<file path="src/hdl/mdt_pkg.sv">
// Constants for the multimode down timer channel
package mdt_pkg;
  // ****************************************************************
  // Widths
  // ****************************************************************
  localparam int CNT_W  = 16;
  localparam int ADDR_W = 5;
  localparam int DATA_W = 32;

  // ****************************************************************
  // Register offsets
  // ****************************************************************
  localparam logic [4:0] OFF_MODE   = 5'h00;
  localparam logic [4:0] OFF_CTRL   = 5'h04;
  localparam logic [4:0] OFF_TIMER  = 5'h08;
  localparam logic [4:0] OFF_MEAS   = 5'h0C;
  localparam logic [4:0] OFF_STATUS = 5'h10;
  localparam logic [4:0] OFF_MASK   = 5'h14;
  localparam logic [4:0] OFF_PORT   = 5'h18;

  // ****************************************************************
  // Mode register fields
  // ****************************************************************
  localparam int MODE_LSB   = 0;
  localparam int CSEL_LSB   = 2;
  localparam int GATE_EN    = 4;
  localparam int GATE_LVL   = 5;
  localparam int PULSE_EN   = 6;
  localparam int EDGE_FALL  = 7;
  localparam int EVT_OVF    = 8;
  localparam int WIDTH_SEL  = 9;
  localparam int PWM_EN     = 10;
  localparam int MODE_REG_W = 11;

  localparam logic [1:0] M_TIMER   = 2'h0;
  localparam logic [1:0] M_EVENT   = 2'h1;
  localparam logic [1:0] M_ONESHOT = 2'h2;
  localparam logic [1:0] M_MEASURE = 2'h3;

  localparam logic [1:0] CS_DIV1   = 2'h0;
  localparam logic [1:0] CS_DIV8   = 2'h1;
  localparam logic [1:0] CS_DIV32  = 2'h2;
  localparam logic [1:0] CS_SUB32  = 2'h3;

  // ****************************************************************
  // Status, port fields and reset values
  // ****************************************************************
  localparam int ST_UF      = 0;
  localparam int ST_MEAS    = 1;
  localparam int ST_MOVF    = 2;
  localparam int ST_W       = 3;
  localparam int PORT_DIR   = 0;
  localparam int PORT_OUT   = 1;
  localparam int PORT_IN    = 2;

  localparam logic [MODE_REG_W-1:0] MODE_RST = 11'h000;
  localparam logic [CNT_W-1:0]      CNT_RST  = 16'h0000;
  localparam logic [CNT_W-1:0]      CNT_MAX  = 16'hFFFF;
  localparam logic [ST_W-1:0]       ST_RST   = 3'h0;

  // ****************************************************************
  // Prescaler counts and AXI response codes
  // ****************************************************************
  localparam int DIV8  = 8;
  localparam int DIV32 = 32;
  localparam logic [4:0] PRE_LAST8  = 5'(DIV8 - 1);
  localparam logic [4:0] PRE_LAST32 = 5'(DIV32 - 1);

  localparam logic [1:0] RESP_OKAY   = 2'h0;
  localparam logic [1:0] RESP_SLVERR = 2'h2;
endpackage : mdt_pkg

</file>
<file path="src/hdl/mdt_top.sv">
// Multimode down timer channel with AXI4-Lite registers
//
// Design decisions made here: the register offsets and the AXI4-Lite register port.
`timescale 1ns/1ns

module mdt_top (
  input  wire logic                       ref_clk,
  input  wire logic                       reset,
  input  wire logic [mdt_pkg::ADDR_W-1:0] s_axi_awaddr,
  input  wire logic                       s_axi_awvalid,
  output logic                            s_axi_awready,
  input  wire logic [mdt_pkg::DATA_W-1:0] s_axi_wdata,
  input  wire logic [3:0]                 s_axi_wstrb,
  input  wire logic                       s_axi_wvalid,
  output logic                            s_axi_wready,
  output logic [1:0]                      s_axi_bresp,
  output logic                            s_axi_bvalid,
  input  wire logic                       s_axi_bready,
  input  wire logic [mdt_pkg::ADDR_W-1:0] s_axi_araddr,
  input  wire logic                       s_axi_arvalid,
  output logic                            s_axi_arready,
  output logic [mdt_pkg::DATA_W-1:0]      s_axi_rdata,
  output logic [1:0]                      s_axi_rresp,
  output logic                            s_axi_rvalid,
  input  wire logic                       s_axi_rready,
  input  wire logic                       subclk_in,
  input  wire logic                       timer_ovf_in,
  input  wire logic                       channel_io_pin_in,
  output logic                            channel_io_pin_out,
  output logic                            channel_io_pin_oe_n,
  output logic                            irq
);
  localparam int W = mdt_pkg::CNT_W;

  // ****************************************************************
  // Helpers
  // ****************************************************************
  function automatic logic [31:0] merge(input logic [31:0] old_v,
                                        input logic [31:0] new_v,
                                        input logic [3:0]  strb);
    logic [31:0] r;
    r = old_v;
    for (int i = 0; i < 4; i++) begin
      if (strb[i]) begin
        r[i*8 +: 8] = new_v[i*8 +: 8];
      end
    end
    return r;
  endfunction

  // ****************************************************************
  // Declarations
  // ****************************************************************
  logic [mdt_pkg::MODE_REG_W-1:0] mode_reg;
  logic                           start_reg;
  logic [W-1:0]                   reload_reg;
  logic [W-1:0]                   cnt_reg;
  logic [W-1:0]                   meas_reg;
  logic [mdt_pkg::ST_W-1:0]       status_reg;
  logic [mdt_pkg::ST_W-1:0]       mask_reg;
  logic [mdt_pkg::ST_W-1:0]       st_set;
  logic                           gpio_dir_reg;
  logic                           gpio_out_reg;
  logic [mdt_pkg::ADDR_W-1:0]     waddr_reg;
  logic [31:0]                    wdata_reg;
  logic [3:0]                     wstrb_reg;
  logic                           wr_en;
  logic [31:0]                    rd_mux;
  logic                           rd_hit;
  logic                           wr_hit;
  logic [2:0]                     pin_sync_reg;
  logic [2:0]                     sub_sync_reg;
  logic [4:0]                     pre_reg;
  logic [4:0]                     sub_pre_reg;
  logic                           pin_lvl;
  logic                           pin_rise;
  logic                           pin_fall;
  logic                           src_tick;
  logic                           tick;
  logic                           run;
  logic                           meas_edge;
  logic                           uf;
  logic                           os_done;
  logic                           wr_timer;
  logic                           wr_ctrl;
  logic                           os_load;
  logic [1:0]                     mode;
  logic                           pwm_mode;
  logic                           pulse_mode;
  logic                           port_mode;

  assign mode       = mode_reg[mdt_pkg::MODE_LSB +: 2];
  assign pwm_mode   = (mode == mdt_pkg::M_MEASURE) &&
                      mode_reg[mdt_pkg::PWM_EN];
  assign pulse_mode = (mode == mdt_pkg::M_TIMER) &&
                      mode_reg[mdt_pkg::PULSE_EN];
  assign port_mode  = (mode == mdt_pkg::M_TIMER) &&
                      !mode_reg[mdt_pkg::PULSE_EN] &&
                      !mode_reg[mdt_pkg::GATE_EN];

  // ****************************************************************
  // AXI4-Lite write channel
  // ****************************************************************
  // Ready drops after each take so address and data may come in
  // either order; the response reopens both.
  always_ff @(posedge ref_clk) begin
    if (reset) begin
      s_axi_awready <= 1'b1;
      s_axi_wready  <= 1'b1;
      s_axi_bvalid  <= 1'b0;
      s_axi_bresp   <= mdt_pkg::RESP_OKAY;
      waddr_reg     <= '0;
      wdata_reg     <= '0;
      wstrb_reg     <= '0;
    end else begin
      if (s_axi_awvalid && s_axi_awready) begin
        s_axi_awready <= 1'b0;
        waddr_reg     <= s_axi_awaddr;
      end
      if (s_axi_wvalid && s_axi_wready) begin
        s_axi_wready <= 1'b0;
        wdata_reg    <= s_axi_wdata;
        wstrb_reg    <= s_axi_wstrb;
      end
      if (wr_en) begin
        s_axi_bvalid <= 1'b1;
        s_axi_bresp  <= wr_hit ? mdt_pkg::RESP_OKAY
                                : mdt_pkg::RESP_SLVERR;
      end else if (s_axi_bvalid && s_axi_bready) begin
        s_axi_bvalid  <= 1'b0;
        s_axi_awready <= 1'b1;
        s_axi_wready  <= 1'b1;
      end
    end
  end

  assign wr_en    = !s_axi_awready && !s_axi_wready && !s_axi_bvalid;
  assign wr_timer = wr_en && (waddr_reg == mdt_pkg::OFF_TIMER);
  assign wr_ctrl  = wr_en && (waddr_reg == mdt_pkg::OFF_CTRL);
  assign os_load  = wr_ctrl && wdata_reg[0] && !start_reg &&
                    (mode == mdt_pkg::M_ONESHOT);

  always_comb begin
    unique case (waddr_reg)
      mdt_pkg::OFF_MODE, mdt_pkg::OFF_CTRL, mdt_pkg::OFF_TIMER,
      mdt_pkg::OFF_MEAS, mdt_pkg::OFF_STATUS, mdt_pkg::OFF_MASK,
      mdt_pkg::OFF_PORT: wr_hit = 1'b1;
      default:           wr_hit = 1'b0;
    endcase
  end

  // ****************************************************************
  // AXI4-Lite read channel
  // ****************************************************************
  always_comb begin
    rd_hit = 1'b1;
    unique case (s_axi_araddr)
      mdt_pkg::OFF_MODE:   rd_mux = 32'(mode_reg);
      mdt_pkg::OFF_CTRL:   rd_mux = 32'(start_reg);
      mdt_pkg::OFF_TIMER:  rd_mux = 32'(cnt_reg);
      mdt_pkg::OFF_MEAS:   rd_mux = 32'(meas_reg);
      mdt_pkg::OFF_STATUS: rd_mux = 32'(status_reg);
      mdt_pkg::OFF_MASK:   rd_mux = 32'(mask_reg);
      mdt_pkg::OFF_PORT:   rd_mux = 32'({pin_lvl, gpio_out_reg,
                                          gpio_dir_reg});
      default: begin
        rd_mux = 32'h0000_0000;
        rd_hit = 1'b0;
      end
    endcase
  end

  always_ff @(posedge ref_clk) begin
    if (reset) begin
      s_axi_arready <= 1'b1;
      s_axi_rvalid  <= 1'b0;
      s_axi_rdata   <= 32'h0000_0000;
      s_axi_rresp   <= mdt_pkg::RESP_OKAY;
    end else if (s_axi_arvalid && s_axi_arready) begin
      s_axi_arready <= 1'b0;
      s_axi_rvalid  <= 1'b1;
      s_axi_rdata   <= rd_mux;
      s_axi_rresp   <= rd_hit ? mdt_pkg::RESP_OKAY
                              : mdt_pkg::RESP_SLVERR;
    end else if (s_axi_rvalid && s_axi_rready) begin
      s_axi_rvalid  <= 1'b0;
      s_axi_arready <= 1'b1;
    end
  end

  // ****************************************************************
  // Configuration registers
  // ****************************************************************
  always_ff @(posedge ref_clk) begin
    if (reset) begin
      mode_reg     <= mdt_pkg::MODE_RST;
      mask_reg     <= mdt_pkg::ST_RST;
      gpio_dir_reg <= 1'b0;
      gpio_out_reg <= 1'b0;
    end else if (wr_en) begin
      if (waddr_reg == mdt_pkg::OFF_MODE) begin
        mode_reg <= mdt_pkg::MODE_REG_W'(merge(32'(mode_reg),
                                              wdata_reg, wstrb_reg));
      end
      if (waddr_reg == mdt_pkg::OFF_MASK && wstrb_reg[0]) begin
        mask_reg <= wdata_reg[mdt_pkg::ST_W-1:0];
      end
      if (waddr_reg == mdt_pkg::OFF_PORT && wstrb_reg[0]) begin
        gpio_dir_reg <= wdata_reg[mdt_pkg::PORT_DIR];
        gpio_out_reg <= wdata_reg[mdt_pkg::PORT_OUT];
      end
    end
  end

  // Software set wins over the one-shot's own stop in one cycle
  always_ff @(posedge ref_clk) begin
    if (reset) begin
      start_reg <= 1'b0;
    end else if (wr_ctrl && wstrb_reg[0]) begin
      start_reg <= wdata_reg[0];
    end else if (os_done) begin
      start_reg <= 1'b0;
    end
  end

  always_ff @(posedge ref_clk) begin
    if (reset) begin
      reload_reg <= mdt_pkg::CNT_RST;
    end else if (wr_timer) begin
      reload_reg <= W'(merge(32'(reload_reg), wdata_reg,
                             wstrb_reg));
    end
  end

  // ****************************************************************
  // Input synchronisers and prescaler
  // ****************************************************************
  always_ff @(posedge ref_clk) begin
    if (reset) begin
      pin_sync_reg <= 3'h0;
      sub_sync_reg <= 3'h0;
    end else begin
      pin_sync_reg <= {pin_sync_reg[1:0], channel_io_pin_in};
      sub_sync_reg <= {sub_sync_reg[1:0], subclk_in};
    end
  end

  assign pin_lvl  = pin_sync_reg[1];
  assign pin_rise = pin_sync_reg[1] && !pin_sync_reg[2];
  assign pin_fall = !pin_sync_reg[1] && pin_sync_reg[2];

  // Sub clock must be well below ref_clk/2 to be seen
  always_ff @(posedge ref_clk) begin
    if (reset) begin
      pre_reg     <= 5'h00;
      sub_pre_reg <= 5'h00;
    end else begin
      pre_reg <= pre_reg + 5'h01;
      if (sub_sync_reg[1] && !sub_sync_reg[2]) begin
        sub_pre_reg <= sub_pre_reg + 5'h01;
      end
    end
  end

  always_comb begin
    unique case (mode_reg[mdt_pkg::CSEL_LSB +: 2])
      mdt_pkg::CS_DIV1:  src_tick = 1'b1;
      mdt_pkg::CS_DIV8:  src_tick = pre_reg[2:0] ==
                                    mdt_pkg::PRE_LAST8[2:0];
      mdt_pkg::CS_DIV32: src_tick = pre_reg == mdt_pkg::PRE_LAST32;
      default:           src_tick = sub_pre_reg ==
                                    mdt_pkg::PRE_LAST32 &&
                                    sub_sync_reg[1] &&
                                    !sub_sync_reg[2];
    endcase
  end

  // ****************************************************************
  // Tick and run qualification
  // ****************************************************************
  always_comb begin
    if (mode == mdt_pkg::M_EVENT) begin
      if (mode_reg[mdt_pkg::EVT_OVF]) begin
        tick = timer_ovf_in;
      end else begin
        tick = mode_reg[mdt_pkg::EDGE_FALL] ? pin_fall
                                            : pin_rise;
      end
    end else begin
      tick = src_tick;
    end
  end

  assign run = start_reg &&
               !(mode == mdt_pkg::M_TIMER &&
                 mode_reg[mdt_pkg::GATE_EN] &&
                 pin_lvl != mode_reg[mdt_pkg::GATE_LVL]);

  // Period uses one edge, width uses both
  assign meas_edge = mode_reg[mdt_pkg::WIDTH_SEL] ?
                     (pin_rise || pin_fall) :
                     (mode_reg[mdt_pkg::EDGE_FALL] ? pin_fall
                                                   : pin_rise);

  assign uf = run && tick && cnt_reg == mdt_pkg::CNT_RST &&
              (mode == mdt_pkg::M_TIMER ||
               mode == mdt_pkg::M_EVENT || pwm_mode);
  assign os_done = run && tick && cnt_reg == mdt_pkg::CNT_RST &&
                   mode == mdt_pkg::M_ONESHOT;

  // ****************************************************************
  // Counter
  // ****************************************************************
  always_ff @(posedge ref_clk) begin
    if (reset) begin
      cnt_reg  <= mdt_pkg::CNT_RST;
      meas_reg <= mdt_pkg::CNT_RST;
    end else if (wr_timer && !start_reg) begin
      cnt_reg <= W'(merge(32'(reload_reg), wdata_reg,
                          wstrb_reg));
    end else if (os_load) begin
      cnt_reg <= reload_reg;
    end else if (run && mode == mdt_pkg::M_MEASURE && !pwm_mode) begin
      if (meas_edge) begin
        meas_reg <= cnt_reg;
        cnt_reg  <= mdt_pkg::CNT_RST;
      end else if (tick) begin
        cnt_reg <= cnt_reg + 16'h0001;
      end
    end else if (run && tick) begin
      if (cnt_reg == mdt_pkg::CNT_RST) begin
        if (mode != mdt_pkg::M_ONESHOT) begin
          cnt_reg <= reload_reg;
        end
      end else begin
        cnt_reg <= cnt_reg - 16'h0001;
      end
    end
  end

  // ****************************************************************
  // Interrupt status
  // ****************************************************************
  assign st_set[mdt_pkg::ST_UF]   = uf || os_done;
  assign st_set[mdt_pkg::ST_MEAS] = run && meas_edge && !pwm_mode &&
                                    mode == mdt_pkg::M_MEASURE;
  assign st_set[mdt_pkg::ST_MOVF] = run && tick && !meas_edge &&
                                    !pwm_mode &&
                                    mode == mdt_pkg::M_MEASURE &&
                                    cnt_reg == mdt_pkg::CNT_MAX;

  // Set beats a write-one-to-clear in the same cycle
  always_ff @(posedge ref_clk) begin
    if (reset) begin
      status_reg <= mdt_pkg::ST_RST;
    end else if (wr_en && waddr_reg == mdt_pkg::OFF_STATUS &&
                 wstrb_reg[0]) begin
      status_reg <= (status_reg & ~wdata_reg[mdt_pkg::ST_W-1:0]) |
                    st_set;
    end else begin
      status_reg <= status_reg | st_set;
    end
  end

  always_ff @(posedge ref_clk) begin
    if (reset) begin
      irq <= 1'b0;
    end else begin
      irq <= |(status_reg & mask_reg);
    end
  end

  // ****************************************************************
  // Timer pin
  // ****************************************************************
  always_ff @(posedge ref_clk) begin
    if (reset) begin
      channel_io_pin_out  <= 1'b0;
      channel_io_pin_oe_n <= 1'b1;
    end else begin
      if (pwm_mode) begin
        channel_io_pin_out <= cnt_reg < reload_reg;
      end else if (pulse_mode) begin
        if (uf) begin
          channel_io_pin_out <= !channel_io_pin_out;
        end
      end else begin
        channel_io_pin_out <= gpio_out_reg;
      end
      // Input functions release the pin
      channel_io_pin_oe_n <= !(pwm_mode || pulse_mode ||
                               (port_mode && gpio_dir_reg));
    end
  end
endmodule // mdt_top

</file>
<file path="config.mk">
export PLATFORM = sky130hd
export DESIGN_NAME = mdt_top
export DESIGN_NICKNAME = d
export VERILOG_FILES = /design/src/hdl/mdt_pkg.sv /design/src/hdl/mdt_top.sv
export SDC_FILE = /design/constraint.sdc
export NUM_CORES = 1
export LEC_CHECK = 0
export ABC_AREA = 1
export BUFFER_PORTS_ARGS = -buffer_cell sky130_fd_sc_hd__buf_2
export CELL_PAD_IN_SITES_DETAIL_PLACEMENT = 0
export CELL_PAD_IN_SITES_GLOBAL_PLACEMENT = 1
export CORE_MARGIN = 1.5
export CORE_UTILIZATION = 44
export CTS_CLUSTER_SIZE = 10
export DETAILED_ROUTE_END_ITERATION = 8
export PLACE_DENSITY_LB_ADDON = 0.1
export REMOVE_ABC_BUFFERS = 1
export SLEW_MARGIN = 20
export SYNTH_ARGS = -nofsm -noshare
export SYNTH_HDL_FRONTEND = slang
export SYNTH_SLANG_ARGS = --single-unit
</file>
<file path="constraint.sdc">
create_clock -name ref_clk -period 3.6 [get_ports ref_clk]
set_input_delay 0.18 -clock ref_clk [delete_from_list [all_inputs] [get_ports ref_clk]]
set_output_delay 0.18 -clock ref_clk [all_outputs]
set_load 0.1 [all_outputs]
</file>
======== Word level (Yosys, flattened, before mapping) ========
Cells that the tools add are included.
storage, ports and cells
  flip-flop bits (word level) ............. 151
  output and inout bits ................... 44
  word-level logic and storage cells ...... 186
operators by class
  add/sub/neg operators ................... 4
  order comparisons ....................... 1
  equality and inequality tests ........... 26
  mux-type cells .......................... 38
  bitwise gates (word level) .............. 7
  reductions and logical operators ........ 82
operators with widths
  operator               count
  $mux 16                8
  $pmux 16 s7            1
  $logic_and 1x1->1      44
  $eq 5x5->1 const B     8
  $mux 1                 23
  $eq 5x4->1 const B     4
  $add 16x1->16 const B  1
  $eq 16x16->1 const B   1
  $logic_not 16->1       1
  $lt 16x16->1           1
  $mux 8                 2
  $sub 16x1->16 const B  1
  $logic_not 1->1        14
  $reduce_or 7->1        2
  $add 5x1->5 const B    2
  $eq 5x3->1 const B     2
  $logic_not 5->1        2
  $reduce_and 3->1       3
  $and 3x3->3            2
  $eq 2x2->1 const B     3
  $logic_or 1x1->1       6
  $or 3x3->3             2
  $reduce_bool 2->1      3
  $ne 5x2->1 const B     1
  other kinds (16)       21

======== Longest topological paths before layout ========
  word-level depth ........................ 12
  gate-level depth with buffers ........... 15

======== Worst setup path before layout ========
OpenSTA, ideal clock, no wires.
  path type ............................... register to register
  from .................................... register s_axi_bvalid
  to ...................................... register cnt_reg[1]
  setup time .............................. 0.119 ns
  arrival time ............................ 2.106 ns
  setup slack ............................. 1.375 ns
  stages on the path, launching flop included .. 13
  buffers on the path ..................... 1
  cells stage by stage .................... dfxtp_1 nor3_4 nand2_4 nor2_2 nand2_2 nand2_1 nor2_1 nand2_1 nand2_2 inv_2 buf_6 o21ai_1 a21oi_2
between the ends
  word-level cells in the longest chain between the ends .. 8
  elaborated cells on any way between the ends .. 14
  those cells by class .................... 2 x eq/ne; 2 x mux; 10 x reduce/logical
RTL lines
  what                                                          line            source
  start: declaration                                            mdt_top.sv:17   output logic s_axi_bvalid,
  start signal: assignment                                      mdt_top.sv:110  s_axi_bvalid <= 1'b0;
  start signal: assignment                                      mdt_top.sv:126  s_axi_bvalid <= 1'b1;
  start signal: assignment                                      mdt_top.sv:130  s_axi_bvalid <= 1'b0;
  $logic_not 1->1 (*)                                           mdt_top.sv:137  assign wr_en = !s_axi_awready && !s_axi_wready && !s_axi_bvalid;
  $logic_and 1x1->1 (*)                                         mdt_top.sv:137
  $logic_and 1x1->1                                             mdt_top.sv:139  assign wr_ctrl = wr_en && (waddr_reg == mdt_pkg::OFF_CTRL);
  $logic_and 1x1->1 (3 in a row)                                mdt_top.sv:140  assign os_load = wr_ctrl && wdata_reg[0] && !start_reg &&
  $ne 5x2->1 (no line) (tied with other cells)                  -
  $reduce_and 3->1 (no line) / $mux 16 (equally long branches)  -
  end signal: assignment                                        mdt_top.sv:316  cnt_reg <= mdt_pkg::CNT_RST;
  end signal: assignment                                        mdt_top.sv:319  cnt_reg <= W'(merge(32'(reload_reg), wdata_reg,
  end signal: assignment                                        mdt_top.sv:322  cnt_reg <= reload_reg;
  end: declaration                                              mdt_top.sv:57   logic [W-1:0] cnt_reg;
Every way passes the cells marked *; elsewhere a longest branch is shown, timed or not.
A chain may end at the register's enable or synchronous reset.

======== Worst setup path after layout ========
  from .................................... register waddr_reg[0] (netlist name)
  to ...................................... register cnt_reg[10]
between the ends
  word-level cells in the longest chain between the ends .. 7
  elaborated cells on any way between the ends .. 14
  those cells by class .................... 4 x eq/ne; 2 x mux; 8 x reduce/logical
RTL lines
  what                                                          line            source
  start: declaration                                            mdt_top.sv:64   logic [mdt_pkg::ADDR_W-1:0] waddr_reg;
  start signal: assignment                                      mdt_top.sv:118  waddr_reg <= s_axi_awaddr;
  $eq 5x3->1                                                    mdt_top.sv:139
  $logic_and 1x1->1                                             mdt_top.sv:139
  $logic_and 1x1->1 (3 in a row)                                mdt_top.sv:140
  $ne 5x2->1 (no line) (tied with other cells)                  -
  $reduce_and 3->1 (no line) / $mux 16 (equally long branches)  -
Several ways; a longest one is shown, not always the timed one.

==> results.txt <==
register area: 0.00266 mm2
layout cell share with drive strength beyond 1: 10.5%
Final Skew: 0.00789 ns
r2r startpoint: waddr_reg[0]
synth cell count leaders: nand2_1, dfxtp_1, nor2_1
asr flop ratio synth: 0%
first-pass GRT wire length: 34200 um
setup TNS: 0 ns
Slew headroom: 53.1%
critical path endpoint category: register
Die ar.: 0.0173 mm2
average cell area after synthesis: 6.74 um2
clk_lat worst skew: 0.43 ns
Cell Rows: 46
CTS max path bufs: 2
Main synth FF type: dfxtp_1
Clock Root Buffer: clkbuf_16
FILL cells: 1697
Final Hold Vio Count: 0
period utilisation layout: 70.4%
H-tree depth: 4
FMAX: 395 MHz
Core Footprint: 0.0160 mm2
Worst Setup SP: waddr_reg[0]
residual DRC count: 0
Pre-Repair DR Iteration Count: 5
Area Overhead vs Synth: 14.9%
post-synth top area share: 36.7%
Post-synth EDFFs: 0
most common cell in the netlist: nand2_1
PostCTS Resize Cnt: 0
Worst Max-Slew Pin Slew: 0.701 ns
critical path startpoint category: register
critical path class: register to register
area of the multi-input gates: 0.00386 mm2
VDD IR max: 335 uV
post-synthesis cell count: 1075
dominant cell type by area after synthesis: dfxtp_1
Die Ht: 131 um
Reg clk slew, reported paths: 0.06 ns
vias in the first global route: 6495
Seq/Total Area, Yosys: 36.7%
hpwl dp: 15200 um
grt ovf: 0
largest net degree at the start of global routing: 53
Ant. Diodes: 0
Wirelength per Cell: 15.2 um
fin nets: 1218
leak pwr: 0.00370 uW
fin. max-slew vios: 0
Initial Utilization: 45.3%
Period minus WS final: 2.53 ns
Maximum Capacitance Violations: 0
HP Class: primary input to register
Port Buffer Count: 63
post-synthesis cell type count: 45
setup violators final: 0
Critical Path AT: 2.85 ns
final wirelength: 20800 um
synthesized area: 0.00725 mm2
Power Dens Cells: 439 mW/mm2
GR Util All Layers: 24.8%
status: finished, final reports clean
largest cells by area after synthesis: dfxtp_1, nand2_1, a21oi_1
RSZ-0062 raised after global routing: false
Pwr Total: 3650 uW
CTS tree: built
worst-path fanout max: 21
number of DRC markers in iteration 0: 492
CTS Buf Count: 17
YS warnings: 0
DIE WIDTH: 131 um
initial antenna violation count: 0
hold_sp: s_axi_wdata[11]
final RePlAce weighted congestion: 0.922
TritonCTS Sinks: 133
Synth Register Bits: 133
ANT nets after route: 0
required time worst endpoint: 3.92 ns
Top-Level Pins: 100
Via density: 5.18
vias: 7071
## cell type report
class	instances	share of cell area (%)
repair buffers	89	6.67
inverters	120	5.41
clock inverters	12	0.977
clock buffers	20	5.36
well taps	216	3.25
flip-flops and latches	133	32.0
multi-input cells	776	46.4
## cells in the final DEF, fill, tap and decap left out, drive strengths merged, types with 20 or more instances in the layout
master,n
a21oi,119
o21ai,112
nand2,215
inv,119
nor2,128
ha,25
nand3,75
clkbuf,20
buf,71
dfxtp,133
## repair_timing
item,in CTS,in global routing
hold buffers,18,0
hold endpoints to repair,18,0
setup buffers,0,0
## layer usage
layer	track usage [%]	wire length, um
met5	0	0
met1	35.3	10400
met3	5.21	1150
met4	7.22	336
met2	37.8	8870
## logic make-up after synthesis
family	synth area share (%)
compound gates	20.4
xor+xnor	1.09
fa+ha+maj	4.31
buf+inv	10.9
flops	36.7
other cells	0.0517
simple gates	26.6
## metrics by stage
stage / setup WS (ns) / hold WS, ns / util [%] / instance area [um2] / cells
2_1_floorplan: 1.15 / 0.247 / - / 6970 / 1029
3_3_place_gp: 1.07 / 0.378 / 47.6 / 7620 / 1316
3_5_place_dp: 1.10 / 0.395 / 47.6 / 7620 / 1316
4_1_cts: 1.08 / 0.00326 / 52.0 / 8330 / 1366
5_1_grt: 0.741 / 0.0326 / 52.0 / 8330 / 1366
6_report: 1.07 / 0.0159 / 52.0 / 8330 / 1366
## power breakdown
group	switching (uW)	internal [uW]
registers	38.1	1510
logic	392	138
clock network	676	894
total	1110	2550
## critical path, cell delays in order (launching register included)
cell     delay [ns]
dfxtp_1        0.31
nor2_1         0.25
nand3_2        0.21
nor2_8         0.31
nand2_4        0.21
nand2_1        0.14
nor2_1         0.07
nand2_1        0.09
nand2_2        0.19
inv_2          0.38
nand2_1        0.09
nor2_1         0.10
nor2_1         0.05
## worst paths after layout
check / endpoint / depth (start not counted) / slack [ns]
hold reg to reg: sub_sync_reg[1] / 2 / 0.40
setup / recovery: cnt_reg[10] / 12 / 1.07
setup reg to reg: cnt_reg[10] / 12 / 1.07
hold / removal: wdata_reg[11] / 3 / 0.02
Power figures use the tool's default switching activity.
